`config.mk`:
```
export PLATFORM = sky130hd
export DESIGN_NAME = adc_serial_host_interface
export DESIGN_NICKNAME = d
export VERILOG_FILES = /design/src/inc/adc_if_pkg.sv /design/src/inc/stream_if.sv /design/src/hdl/word_buf.sv /design/src/hdl/adc_serial_host_interface.sv
export VERILOG_INCLUDE_DIRS = /design/src /design/src/inc
export SDC_FILE = /design/constraint.sdc
export NUM_CORES = 1
export LEC_CHECK = 0
export BUFFER_PORTS_ARGS = -buffer_cell sky130_fd_sc_hd__buf_2
export CAP_MARGIN = 0
export CELL_PAD_IN_SITES_DETAIL_PLACEMENT = 0
export CELL_PAD_IN_SITES_GLOBAL_PLACEMENT = 1
export CORE_UTILIZATION = 45
export CTS_CLUSTER_DIAMETER = 50
export DETAILED_ROUTE_END_ITERATION = 16
export PLACE_DENSITY = 0.71
export SLEW_MARGIN = 10
export SYNTH_ARGS = -nofsm -noshare
export SYNTH_HDL_FRONTEND = slang
export SYNTH_SLANG_ARGS = --single-unit
```
`constraint.sdc`:
```
create_clock -name clock -period 3.8 [get_ports clock]
set_clock_uncertainty 0.2 [all_clocks]
set_input_delay 0.76 -clock clock [delete_from_list [all_inputs] [get_ports clock]]
set_output_delay 0.76 -clock clock [all_outputs]
set_load 0.005 [all_outputs]
```
`src/inc/adc_if_defs.svh`:
```
// Reset values, field positions, transfer lengths and timing counts of the serial host interface
`ifndef ADC_IF_DEFS_SVH
`define ADC_IF_DEFS_SVH

`define STATUS_RST 8'h88
`define MODE_RST 8'h02
`define FILTER_RST 8'h04
`define DATA_RST 16'h0000
`define STATUS_RDY_BIT 7

// Positions inside the seven command bits that follow the leading zero
`define CMD_BITS 5'h07
`define CMD_RS_HI 5
`define CMD_RS_LO 4
`define CMD_RW_BIT 3

`define LEN_BYTE 5'h08
`define LEN_WORD 5'h10

`define RESET_ONES 6'h20

`define CLK_PERIOD_NS 10
`define UPD_GAP_NS 100
`define UPD_GAP_CYC ((`UPD_GAP_NS + `CLK_PERIOD_NS - 1) / `CLK_PERIOD_NS)

`endif

```
`src/inc/adc_if_pkg.sv`:
```
// Types and the transfer-length helper function of the serial host interface
`default_nettype none
package adc_if_pkg;
	`include "adc_if_defs.svh"

	typedef enum {ST_WAIT_WEN, ST_CMD, ST_WRITE, ST_READ} link_state_e;

	typedef enum logic [1:0] {SEL_COMM, SEL_MODE, SEL_FILTER, SEL_DATA} reg_sel_e;

	function automatic logic [4:0] xfer_len(input reg_sel_e sel);
		return (sel == SEL_DATA) ? `LEN_WORD : `LEN_BYTE;
	endfunction
endpackage
`default_nettype wire

```
`src/inc/stream_if.sv`:
```
// Valid/ready word stream between the buffer and its neighbours
`timescale 1ns/1ps
`default_nettype none
interface stream_if #(parameter int WIDTH = 16);
	logic valid;
	logic ready;
	logic [WIDTH-1:0] data;
	modport src(output valid, output data, input ready);
	modport snk(input valid, input data, output ready);
endinterface
`default_nettype wire

```
`src/hdl/word_buf.sv`:
```
// Small flip-flop buffer with valid/ready on both sides
`timescale 1ns/1ps
`default_nettype none
module word_buf #(
	parameter int WIDTH = 16,
	parameter int DEPTH = 2
) (
	input wire logic clock,
	input wire logic reset,
	stream_if.snk fill,
	stream_if.src drain
);
	localparam int PW = (DEPTH > 1) ? $clog2(DEPTH) : 1;
	localparam int CW = $clog2(DEPTH + 1);

	logic [WIDTH-1:0] mem [DEPTH];
	logic [PW-1:0] wr_ptr;
	logic [PW-1:0] rd_ptr;
	logic [CW-1:0] count;
	logic [CW-1:0] next_count;
	logic push;
	logic pop;

	function automatic logic [PW-1:0] step(input logic [PW-1:0] p);
		return (p == PW'(DEPTH - 1)) ? '0 : PW'(p + 1'b1);
	endfunction

	assign push = fill.valid && fill.ready;
	assign pop = drain.valid && drain.ready;
	assign drain.valid = (count != '0);
	assign drain.data = mem[rd_ptr];

	always_comb begin
		next_count = count;
		if (push && !pop) begin
			next_count = CW'(count + 1'b1);
		end else if (pop && !push) begin
			next_count = CW'(count - 1'b1);
		end
	end

	always_ff @(posedge clock or posedge reset) begin
		if (reset) begin
			count <= '0;
			fill.ready <= 1'b1;
		end else begin
			count <= next_count;
			// Registered so the top port comes from a flop
			fill.ready <= (next_count != CW'(DEPTH));
		end
	end

	always_ff @(posedge clock or posedge reset) begin
		if (reset) begin
			wr_ptr <= '0;
			rd_ptr <= '0;
		end else begin
			if (push) begin
				wr_ptr <= step(wr_ptr);
			end
			if (pop) begin
				rd_ptr <= step(rd_ptr);
			end
		end
	end

	always_ff @(posedge clock) begin
		if (push) begin
			mem[wr_ptr] <= fill.data;
		end
	end
endmodule // word_buf
`default_nettype wire

```
`src/hdl/adc_serial_host_interface.sv`:
```
// Serial host interface of a sigma-delta converter: link, registers, ready signalling
`timescale 1ns/1ps
`default_nettype none
module adc_serial_host_interface
	import adc_if_pkg::*;
#(
	parameter int DATA_WIDTH = 16,
	parameter int BUF_DEPTH = 2
) (
	input wire logic clock,
	input wire logic reset,
	input wire logic sclk,
	input wire logic cs_n,
	input wire logic din,
	output logic dout,
	output logic dout_oe,
	input wire logic conv_valid,
	input wire logic [DATA_WIDTH-1:0] conv_data,
	output logic conv_ready,
	output logic [7:0] mode_cfg,
	output logic [7:0] filter_cfg,
	output logic data_ready_n,
	output logic soft_reset
);
	////////////////////////////////////////////////////////////////////////////////
	// Pin synchronisers and edge finding

	logic sclk_s1, sclk_s2, sclk_s3;
	logic cs_s1, cs_s2;
	logic din_s1, din_s2;
	logic rise, fall, selected;

	always_ff @(posedge clock or posedge reset) begin
		if (reset) begin
			sclk_s1 <= 1'b1;
			sclk_s2 <= 1'b1;
			sclk_s3 <= 1'b1;
			cs_s1 <= 1'b1;
			cs_s2 <= 1'b1;
			din_s1 <= 1'b1;
			din_s2 <= 1'b1;
		end else begin
			sclk_s1 <= sclk;
			sclk_s2 <= sclk_s1;
			sclk_s3 <= sclk_s2;
			cs_s1 <= cs_n;
			cs_s2 <= cs_s1;
			din_s1 <= din;
			din_s2 <= din_s1;
		end
	end

	// Edge based, so gaps between bursts simply hold the state
	assign rise = sclk_s2 && !sclk_s3;
	assign fall = !sclk_s2 && sclk_s3;
	// Select tied low leaves this permanently true
	assign selected = !cs_s2;

	////////////////////////////////////////////////////////////////////////////////
	// Command, write and read sequencing

	link_state_e state;
	reg_sel_e sel_reg;
	logic [4:0] bit_cnt;
	logic [4:0] len;
	logic [15:0] rx_shift;
	logic [15:0] rx_next;
	logic [15:0] tx_shift;
	logic [15:0] reg_word;
	logic [6:0] cmd7;
	logic [5:0] ones_cnt;
	logic soft_now;
	logic last_bit;
	logic cmd_done;
	logic wr_done;
	logic read_done;
	logic rdy_n;
	logic [DATA_WIDTH-1:0] data_reg;

	// Captured on the rising edge, first bit lands at the top
	assign rx_next = {rx_shift[14:0], din_s2};
	assign cmd7 = rx_next[6:0];
	assign last_bit = (bit_cnt == (len - 5'h01));
	assign cmd_done = rise && selected && !soft_now && state == ST_CMD
		&& bit_cnt == (`CMD_BITS - 5'h01);
	assign wr_done = rise && selected && !soft_now && state == ST_WRITE && last_bit;
	assign read_done = rise && selected && !soft_now && state == ST_READ && last_bit;
	assign soft_now = rise && selected && din_s2 && ones_cnt == (`RESET_ONES - 6'h01);

	always_ff @(posedge clock or posedge reset) begin
		if (reset) begin
			ones_cnt <= 6'h00;
		end else if (!selected || soft_now) begin
			ones_cnt <= 6'h00;
		end else if (rise) begin
			ones_cnt <= din_s2 ? 6'(ones_cnt + 6'h01) : 6'h00;
		end
	end

	always_ff @(posedge clock or posedge reset) begin
		if (reset) begin
			soft_reset <= 1'b0;
		end else begin
			soft_reset <= soft_now;
		end
	end

	always_ff @(posedge clock or posedge reset) begin
		if (reset) begin
			state <= ST_WAIT_WEN;
			bit_cnt <= 5'h00;
			len <= `LEN_BYTE;
			sel_reg <= SEL_COMM;
			rx_shift <= 16'h0000;
		end else if (soft_now || !selected) begin
			// Deselect ends the frame and drops any half-done exchange
			state <= ST_WAIT_WEN;
			bit_cnt <= 5'h00;
		end else if (rise) begin
			unique case (state)
				ST_WAIT_WEN: begin
					// A one here is ignored; only a zero opens the command
					if (!din_s2) begin
						state <= ST_CMD;
						bit_cnt <= 5'h00;
					end
				end
				ST_CMD: begin
					rx_shift <= rx_next;
					bit_cnt <= 5'(bit_cnt + 5'h01);
					if (cmd_done) begin
						sel_reg <= reg_sel_e'(cmd7[`CMD_RS_HI:`CMD_RS_LO]);
						len <= xfer_len(reg_sel_e'(cmd7[`CMD_RS_HI:`CMD_RS_LO]));
						bit_cnt <= 5'h00;
						if (cmd7[`CMD_RW_BIT]) begin
							state <= ST_READ;
						end else if (cmd7[`CMD_RS_HI:`CMD_RS_LO] == SEL_COMM) begin
							state <= ST_WAIT_WEN;
						end else begin
							state <= ST_WRITE;
						end
					end
				end
				ST_WRITE: begin
					rx_shift <= rx_next;
					bit_cnt <= 5'(bit_cnt + 5'h01);
					if (last_bit) begin
						state <= ST_WAIT_WEN;
					end
				end
				ST_READ: begin
					bit_cnt <= 5'(bit_cnt + 5'h01);
					if (last_bit) begin
						state <= ST_WAIT_WEN;
					end
				end
			endcase
		end
	end

	////////////////////////////////////////////////////////////////////////////////
	// Register file

	// Status carries the live ready flag in its top bit
	always_comb begin
		reg_word = 16'h0000;
		unique case (reg_sel_e'(cmd7[`CMD_RS_HI:`CMD_RS_LO]))
			SEL_COMM: reg_word = {rdy_n, 7'(`STATUS_RST), 8'h00};
			SEL_MODE: reg_word = {mode_cfg, 8'h00};
			SEL_FILTER: reg_word = {filter_cfg, 8'h00};
			SEL_DATA: reg_word = 16'(data_reg);
		endcase
	end

	always_ff @(posedge clock or posedge reset) begin
		if (reset) begin
			mode_cfg <= `MODE_RST;
			filter_cfg <= `FILTER_RST;
		end else if (soft_now) begin
			mode_cfg <= `MODE_RST;
			filter_cfg <= `FILTER_RST;
		end else if (wr_done) begin
			// Status and data are read-only; writes to them are dropped
			if (sel_reg == SEL_MODE) begin
				mode_cfg <= rx_next[7:0];
			end
			if (sel_reg == SEL_FILTER) begin
				filter_cfg <= rx_next[7:0];
			end
		end
	end

	// Snapshot at command end, so an update mid-read cannot tear the word
	always_ff @(posedge clock or posedge reset) begin
		if (reset) begin
			tx_shift <= 16'h0000;
		end else if (cmd_done && cmd7[`CMD_RW_BIT]) begin
			tx_shift <= reg_word;
		end else if (fall && selected && state == ST_READ) begin
			tx_shift <= {tx_shift[14:0], 1'b0};
		end
	end

	////////////////////////////////////////////////////////////////////////////////
	// Output line: data while reading, ready level otherwise

	always_ff @(posedge clock or posedge reset) begin
		if (reset) begin
			dout <= 1'b1;
			dout_oe <= 1'b0;
		end else begin
			dout_oe <= selected;
			if (state == ST_READ) begin
				if (fall && selected) begin
					dout <= tx_shift[15];
				end
			end else begin
				dout <= rdy_n;
			end
		end
	end

	////////////////////////////////////////////////////////////////////////////////
	// Result buffer and ready flag

	stream_if #(.WIDTH(DATA_WIDTH)) conv_in ();
	stream_if #(.WIDTH(DATA_WIDTH)) conv_out ();

	assign conv_in.valid = conv_valid;
	assign conv_in.data = conv_data;
	assign conv_ready = conv_in.ready;

	word_buf #(.WIDTH(DATA_WIDTH), .DEPTH(BUF_DEPTH)) result_buf (
		.clock(clock),
		.reset(reset),
		.fill(conv_in),
		.drain(conv_out)
	);

	logic reading_data;
	logic updating;
	logic start_upd;
	logic load_now;
	logic [7:0] gap_cnt;

	// Hold new results back while a data read is shifting out
	assign reading_data = (state == ST_READ) && (sel_reg == SEL_DATA);
	assign start_upd = conv_out.valid && !updating && !reading_data && !soft_now;
	assign load_now = updating && gap_cnt == 8'h00 && !reading_data && !soft_now;
	assign conv_out.ready = load_now;
	assign data_ready_n = rdy_n;

	always_ff @(posedge clock or posedge reset) begin
		if (reset) begin
			rdy_n <= 1'b1;
			updating <= 1'b0;
			gap_cnt <= 8'h00;
			data_reg <= DATA_WIDTH'(`DATA_RST);
		end else if (soft_now) begin
			rdy_n <= 1'b1;
			updating <= 1'b0;
			gap_cnt <= 8'h00;
			data_reg <= DATA_WIDTH'(`DATA_RST);
		end else begin
			if (gap_cnt != 8'h00) begin
				gap_cnt <= 8'(gap_cnt - 8'h01);
			end
			if (start_upd) begin
				updating <= 1'b1;
				gap_cnt <= 8'(`UPD_GAP_CYC);
				rdy_n <= 1'b1;
			end else if (load_now) begin
				updating <= 1'b0;
				data_reg <= conv_out.data;
				rdy_n <= 1'b0;
			end else if (read_done && sel_reg == SEL_DATA) begin
				rdy_n <= 1'b1;
			end
		end
	end
endmodule // adc_serial_host_interface
`default_nettype wire

```
==> impl_metrics.toml, run 1 <==
[outcome]
status = "finished, final reports clean"

[global_routing]
grt_pass1_wl_um = 19300
grt_overflow = 0
grt_max_degree = 63
grt_pass1_vias = 3699
antenna_found_initial = 0
track_usage = 0.193

[yosys]
synth.avg_cell_area_um2 = 11.8
muxShareOfSynthArea = 0.116
seq_area_frac_synth = 0.581
synth_cell_types = 60
ys_seq_elements = 129
ys.flop_type = "dfrtp_1"
synthesis.area_mm2 = 0.00586
yosys.area_share.simple = 0.136
synth_fa_ha_area_frac = 0.0235
yosysWarnings = 0
synth-edff-count = 32
async_reset_ff_frac = 0.752
syn_nets = 529
synth-xor-area-share = 0.0134
synth_compound_area_frac = 0.0984
synth_top_family_by_area = "simple AND/OR/NAND/NOR gates"
syn_inst = 496

[drt]
via_per_inst = 5.25
drc_errors = 0
wl_per_cell_um = 15.9
ant_nets = 0
initialDrtViolationCount = 200
first_pass_iters = 4
drt-total-wl_um = 11500
routed-via-count = 3804

[sta]
worstMarginPinSlew_ns = 0.901
fin_crit_sh = 0.667
final_max_slew_viol_count = 0
hold_violations = 0
max_clock_freq_mhz = 395
setup_tns_ns = 0
min_period_ns = 2.53
layout_setup_ws_ns = 1.27
grt_setup_unrepaired = "no"
relSlewSlack = 0.399
final-setup-viol-count = 0

[place]
place_hpwl_um = 7930
gp_congestion = 0.772
io_buffers = 42
dp_cells = 692
place_ws_ns = 1.27

[final_layout]
diodes = 0
fin_util = 0.533
num-fill-cells = 1157
area_growth_syn_to_layout_pct = 15.3
instances_no_fill = 724
layout-drive-gt1-share = 0.216
nets = 572
largest_reg_flops = 32

[clocking]
cts_tree = "yes"
clockRootBuffer = "clkbuf_16"
cts_made_buffers = 17
cts_resized = 0
clkLatencyLatePin_ns = 0.41
clk_path_buf_depth = 2
path_clk_slew_ns = 0.06
htreeDepth = 4
post_cts_buffers = 0
cts_sinks = 129
postCtsHoldBufs = 0

[worst_setup_path]
worstSetupEndpointType = "flip-flop"
worst_ep_arrival_time_ns = 2.67
startpoint_type = "flip-flop"
path_class = "reg -> reg"
crit_fanout = 19
worstPathRequired_ns = 3.94

[power_and_ir_drop]
ir_drop_v = 0.000441
cellLeakagePower_nw = 3.10
p_per_area_mw_per_mm2 = 591

[floorplan]
die-width_um = 116
start_util = 0.463
fp.dieArea_mm2 = 0.0135
die_y_um = 116
io_pins = 43
rows = 41
core_area_mm2 = 0.0127

[min_path]
hold_path_class = "reg -> reg"

[job]
drv_cap = 0
-- report_power, final --
group | internal [mW] | leakage [nW] | switching (mW)
clock network | 0.850 | 0.265 | 0.641
logic | 0.282 | 1.29 | 0.325
registers | 1.70 | 1.54 | 0.197
-- cell families (layout without fill, tap and decap cells) --
family,count (synthesis),after routing
and+or+nand+nor,158,158
DFF,129,129
AOI/OAI and AO/OA,87,87
muxes,65,65
buffers and inverters,37,93
adders and majority gates,11,11
xor gates and xnor gates,9,9
-- cells in the mapped netlist, types with 4 or more instances --
cell type | n | area share
xnor2_1 | 6 | 0.0090
a31oi_1 | 5 | 0.0053
ha_1 | 11 | 0.023
nand3_1 | 8 | 0.0068
and2_1 | 5 | 0.0053
mux2i_1 | 49 | 0.084
mux2_2 | 15 | 0.029
inv_1 | 13 | 0.0083
a21oi_1 | 18 | 0.015
dfrtp_1 | 84 | 0.36
buf_2 | 6 | 0.0051
o21ai_0 | 20 | 0.017
o211ai_1 | 5 | 0.0064
nor2b_1 | 4 | 0.0043
edfxtp_1 | 32 | 0.16
nor2_1 | 40 | 0.026
nand2_1 | 58 | 0.037
o31ai_1 | 19 | 0.024
dfstp_2 | 13 | 0.058
clkbuf_1 | 9 | 0.0058
nor3_1 | 11 | 0.0094
-- cells in the final DEF (no fill, tap or decap), types with 12 or more instances in the layout --
master,instances
a21oi_1,18
buf_2,42
clkbuf_16,17
dfrtp_1,84
dfstp_2,13
edfxtp_1,32
inv_1,12
mux2_2,15
mux2i_1,49
nand2_1,58
nor2_1,40
o21ai_0,20
o31ai_1,19
-- metrics by stage --
step	hold WS (ns)	total power [mW]	area, um2
3_5_place_dp	0.147	2.54	6210
2_1_floorplan	0.145	2.35	5860
6_report	0.154	4.00	6760
4_1_cts	0.155	4.04	6760
5_1_grt	0.163	4.23	6760
3_3_place_gp	0.147	2.52	6210
-- critical path: stages, from the launching register on --
cell and delay, ns:
dfrtp_1 0.40, ha_1 0.31, and3_1 0.29, nand4b_1 0.24, buf_4 0.25, nor4b_2 0.48, o21ai_0 0.14, mux2i_1 0.14
-- worst paths after layout --
kind	startpoint	end	slack [ns]	cells after the start
worst min-delay path	cs_s1	cs_s2	0.15	0
worst max register to register	state[0]	result_buf.count[1]	1.27	7
worst min register to register	cs_s1	cs_s2	0.15	0
worst max-delay path	state[0]	result_buf.count[1]	1.27	7
min in group asynchronous	reset	dout_oe	0.31	2
max in group asynchronous	reset	dout	2.36	3
-- layer usage --
metal / global-route usage / routed length [um]
met4: 0.0624 / 127
met1: 0.260 / 5530
met5: 0 / 0
met2: 0.301 / 5370
met3: 0.0545 / 469
-- cell type report --
| cell class | instances | area (um2) | area share |
|---|---|---|---|
| clock buffers | 17 | 425 | 0.0630 |
| clock inverters | 15 | 123 | 0.0181 |
| inverters | 15 | 63.8 | 0.00944 |
| multi-input cells | 330 | 2270 | 0.336 |
| flip-flops and latches | 129 | 3400 | 0.504 |
| well taps | 172 | 215 | 0.0318 |
| repair buffers | 46 | 253 | 0.0374 |
Note: power is estimated with default switching activity, not from simulation.
==> inputs of run 2 (changes only) <==
Clock period 3.8 ns to 2.4 ns, I/O delays scaled along.
==> run 2 against run 1 <==
  * First-iteration DRC count rose by 11%
  * Count of clock-buffer cells in the layout rose by 1
  * Sequential share of layout area fell by 2.0 points
  * Die area did not move
  * Register-to-register slack worse by 1.2 ns
  * Core utilization up 2.2 points
  * Cell count is 3.2% higher
  * Sequential power rose by 56%
  * Clock power rose by 70%
  * The flow now finishes with violations (negative hold slack)
  * Largest cell class unchanged
==> impl_metrics.toml, run 2 (synthesized netlist as in run 1, its figures left out) <==
[outcome]
status = "complete, but fails checks"
violations = "negative hold slack"

[final_layout]
num-fill-cells = 1103
seq_area_mm2 = 0.00341
largest_reg_flops = 32
nets = 595
layout_common_cells = "dfrtp_1 (83), nand2_1 (58), mux2i_1 (49), buf_2 (42), nor2_1 (40)"
layout-drive-gt1-share = 0.250
layout_commonest_cell = "dfrtp_1"
instances_no_fill = 747
area_growth_syn_to_layout_pct = 20.1
diodes = 0
multi_input_area_mm2 = 0.00232

[drt]
drc_errors = 0
wl_per_cell_um = 16.1
via_per_inst = 5.27
initialDrtViolationCount = 221
routed-via-count = 3935
ant_nets = 0
first_pass_iters = 4
drt-total-wl_um = 12000

[worst_setup_path]
startpoint_type = "flip-flop"
critPathBufInv = 1
path_delay_family = "simple AND/OR/NAND/NOR gates"
r2r_end = "result_buf.count[1]"
worstSetupEndpointType = "flip-flop"
rr_startpoint = "ones_cnt[0]"
cp_slowest_cell = "or4_4"
crit_fanout = 9
worst_ep_arrival_time_ns = 2.43
path_class = "reg -> reg"
max_stage_delay_ns = 0.61
reg2regPathDepth = 7
startpoint = "ones_cnt[0]"
worstPathRequired_ns = 2.54
regToRegSetupSlack_ns = 0.11
cp_cell_sequence = "ha_1, nand3_4, or4_4, clkinv_4, o311ai_4, a21o_1, mux2i_1"

[sta]
min_period_ns = 2.29
final_max_slew_viol_count = 0
fin_hold_ws_ns = -0.0160
layout_setup_ws_ns = 0.107
worstMarginPinSlew_ns = 0.842
final-setup-viol-count = 0
max_clock_freq_mhz = 436
setup_tns_ns = 0
fin_crit_sh = 0.956
relSlewSlack = 0.439
hold_violations = 13

[global_routing]
grt_max_degree = 98
grt_pass1_wl_um = 20200
antenna_found_initial = 0
grt_overflow = 0
grt_pass1_vias = 3968
track_usage = 0.203

[power_and_ir_drop]
p_per_area_mw_per_mm2 = 940
p_switching_mw = 1.88
power_switching_share = 0.285
combPwrFrac = 0.167
seq_power_share = 0.448
clkPwrFrac = 0.385
cellLeakagePower_nw = 3.24
p_int_mw = 4.73
ir_drop_v = 0.000918

[floorplan]
core_area_mm2 = 0.0127
rows = 41
die-width_um = 116
die_y_um = 116
fp.dieArea_mm2 = 0.0135
start_util = 0.463
io_pins = 43

[clocking]
clkLatencyLatePin_ns = 0.43
cts_sinks = 129
clk_path_buf_depth = 2
htreeDepth = 4
cts_made_buffers = 17
clockRootBuffer = "clkbuf_16"
cts_tree = "yes"
path_clk_slew_ns = 0.06

[place]
place_hpwl_um = 8180
gp_congestion = 0.790
place_ws_ns = 0.00224
dp_cells = 711
io_buffers = 42

[min_path]
hold_path_class = "in -> async"

[job]
drv_cap = 0
run 2: cell types whose count changed in the layout (fill, tap and decap cells not counted), moves of 2 or more:
cell | previous run | this run
dlygate4sd3_1 | 0 | 3
bufinv_16 | 0 | 2
inv_6 | 7 | 3
buf_4 | 3 | 22
run 2: cell type report:
cell class | instances | share of cell area
clock buffers | 18 | 0.0610
clock inverters | 14 | 0.0222
inverters | 15 | 0.00924
multi-input cells | 330 | 0.330
flip-flops and latches | 129 | 0.484
well taps | 172 | 0.0306
repair buffers | 69 | 0.0633
run 2: what timing repair did:
action,in CTS,in global routing
endpoints found under the setup margin,1,40
hold buffers,3,0
buffers inserted,0,1
resized for setup,1,9
pin swaps,0,1
hold endpoints to repair,3,0
run 2: worst register-to-register path, delay by kind of cell (launching register included):
family | cells | cell delay [ns]
simple gates | 2 | 0.75
flops | 1 | 0.39
compound gates | 2 | 0.33
fa+ha+maj | 1 | 0.24
mux | 1 | 0.16
buf+inv | 1 | 0.14
run 2: through the flow:
step	power, mW	instance area, um2	utilization
floorplan	3.72	5870	-
global placement	4.02	6370	0.502
detailed placement	4.08	6370	0.502
CTS	6.66	6990	0.551
global route	6.97	7040	0.556
finish	6.61	7040	0.556
run 2: worst max-delay path by stage:
stage / end / slack, ns / cells past startpoint
after floorplan: data_reg[0] / 0.21 / 9
after global placement: data_reg[14] / 0.07 / 6
after detailed placement: result_buf.count[1] / 0.002 / 5
after CTS: result_buf.count[1] / 0.002 / 7
after global routing: result_buf.count[1] / -0.004 / 7
final: result_buf.count[1] / 0.11 / 7
run 2: per-layer routing:
| layer | wire length [um] | track usage | up-vias |
|---|---|---|---|
| li1 | - | - | 1927 |
| met1 | 5700 | 0.269 | 1929 |
| met2 | 5640 | 0.312 | 63 |
| met3 | 460 | 0.0654 | 16 |
| met4 | 197 | 0.0795 | 0 |
| met5 | 0 | 0 | - |
run 2: power by group through the flow:
| stage | Sequential [mW] | Combinational (mW) | Clock [mW] |
|---|---|---|---|
| 3_5_place_dp | 2.99 | 1.09 | 0 |
| 4_1_cts | 2.96 | 1.10 | 2.60 |
| 3_3_place_gp | 2.98 | 1.05 | 0 |
| 5_1_grt | 3.01 | 1.27 | 2.69 |
| 2_1_floorplan | 2.90 | 0.824 | 0 |
| 6_report | 2.96 | 1.11 | 2.54 |
==> inputs of run 3 (changes only) <==
Settings changed: CORE_UTILIZATION 45 to 44, CTS_CLUSTER_SIZE set to 16, PLACE_DENSITY 0.71 to 0.73.
Clock period 2.4 ns to 1.9 ns, I/O delays scaled along.
==> run 3 against run 2 <==
  * The run ends with negative setup slack left
  * Count of clock-buffer cells in the layout up 3
  * Critical path depth down 1
  * Clock power up 24%
  * Highest routed layer unchanged
  * Largest power group unchanged
==> impl_metrics.toml, run 3 (synthesized netlist as in run 1, its figures left out) <==
[clocking]
path_clk_slew_ns = 0.06
cts_tree = "yes"
cts_sinks = 129
clk_path_buf_depth = 2
cts_made_buffers = 17
htreeDepth = 4
clkLatencyLatePin_ns = 0.41
clockRootBuffer = "clkbuf_16"

[drt]
via_per_inst = 5.15
ant_nets = 0
first_pass_iters = 4
wl_per_cell_um = 16.4
routed-via-count = 4381
drt-total-wl_um = 13900
drc_errors = 0
initialDrtViolationCount = 218

[sta]
min_period_ns = 2.11
final_max_slew_viol_count = 0
max_clock_freq_mhz = 473
relSlewSlack = 0.689
final-setup-viol-count = 66
grt_setup_unrepaired = "yes"
hold_violations = 0
layout_setup_ws_ns = -0.213
worstMarginPinSlew_ns = 0.467
fin_crit_sh = 1.11

[worst_setup_path]
crit_fanout = 5
reg2regPathDepth = 6
critPathBufInv = 0
path_class = "reg -> reg"
startpoint_type = "flip-flop"
rr_startpoint = "ones_cnt[0]"
regToRegSetupSlack_ns = -0.21
worst_ep_arrival_time_ns = 2.24
worstSetupEndpointType = "flip-flop"
path_delay_family = "compound AO/OA/AOI/OAI gates"
cp_cell_sequence = "ha_4, nand3_4, o21a_4, a211o_1, or4_1, o211ai_1"
max_stage_delay_ns = 0.48
r2r_end = "bit_cnt[4]"
worstPathRequired_ns = 2.03
cp_slowest_cell = "or4_1"

[final_layout]
largest_reg_flops = 32
layout_commonest_cell = "buf_4"
diodes = 0
num-fill-cells = 938
nets = 698
area_growth_syn_to_layout_pct = 43.3
layout-drive-gt1-share = 0.404
multi_input_area_mm2 = 0.00269
layout_common_cells = "buf_4 (85), dfrtp_1 (84), nand2_1 (49), mux2i_1 (48), buf_2 (42)"
seq_area_mm2 = 0.00340
fin_util = 0.655

[power_and_ir_drop]
p_per_area_mw_per_mm2 = 1020
ir_drop_v = 0.000987
cellLeakagePower_nw = 3.84

[min_path]
hold_path_class = "reg -> reg"
min_from = "sclk_s1"
holdPathStages = 0
min_to = "sclk_s2"

[floorplan]
die-width_um = 117
start_util = 0.457
rows = 41
die_y_um = 117
io_pins = 43
fp.dieArea_mm2 = 0.0138
core_area_mm2 = 0.0128

[global_routing]
antenna_found_initial = 0
grt_overflow = 0
track_usage = 0.217
grt_pass1_vias = 4647
grt_max_degree = 43
grt_pass1_wl_um = 23200

[place]
gp_congestion = 0.827
io_buffers = 42
place_ws_ns = -0.272
place_hpwl_um = 8870

[job]
drv_cap = 0

[outcome]
violations = "negative setup slack"
status = "complete, but fails checks"
[run 3: changes by cell type in the layout (fill, tap and decap cells not counted), sizes merged]
cell,previous run,this run
clkinvlp,3,2
buf,66,151
clkbuf,18,21
inv,16,14
dlygate4sd3,3,20
and2,6,7
[run 3: repair_timing]
action,4_1_cts,5_1_grt
gates resized for setup,77,24
setup endpoints to repair,75,82
buffers inserted,20,4
hold buffers,20,0
endpoints found under the hold margin,119,0
pin swaps,20,8
cloned,6,0
[run 3: how the worst max path moves through the flow]
stage	start	endpoint	slack, ns	cells past startpoint
2_1_floorplan	ones_cnt[0]	data_reg[0]	-0.21	9
3_3_place_gp	ones_cnt[1]	bit_cnt[4]	-0.19	6
3_5_place_dp	state[0]	result_buf.count[1]	-0.27	6
6_report	ones_cnt[0]	bit_cnt[4]	-0.21	6
4_1_cts	din_s2	result_buf.count[1]	-0.21	7
5_1_grt	state[0]	result_buf.count[0]	-0.28	7
[run 3: routing by layer]
layer,routed length (um),track usage,vias to the layer above
met2,6900,0.365,72
li1,-,-,2133
met1,6260,0.272,2156
met5,0,0,-
met4,285,0.0779,0
met3,463,0.0520,20
[run 3: layout make-up]
cell class / instances / share of cell area
clock buffer: 21 / 0.0524
clock inverter: 11 / 0.0155
inverter: 15 / 0.00774
tap: 172 / 0.0256
multi-input combinational: 331 / 0.320
timing repair buffer: 171 / 0.174
sequential: 129 / 0.405
[run 3: power by group]
| part | switching (mW) | internal (mW) | total (mW) | leakage, nW |
|---|---|---|---|---|
| Combinational | 0.884 | 0.858 | 1.74 | 2.02 |
| Sequential | 0.306 | 3.40 | 3.71 | 1.54 |
| Clock | 1.20 | 1.94 | 3.14 | 0.276 |
[run 3: stage by stage]
stage               hold slack [ns]  area [um2]  setup TNS, ns  std cells  power (mW)
floorplan                     0.145        5960          -4.29        496        4.74
global placement              0.146        6910          -5.39        768        5.29
detailed placement            0.147        6910          -7.99        768        5.36
CTS                           0.156        8260          -6.81        846        8.61
global route                  0.160        8400         -13.22        850        9.00
finish                        0.155        8400          -7.99        850        8.59
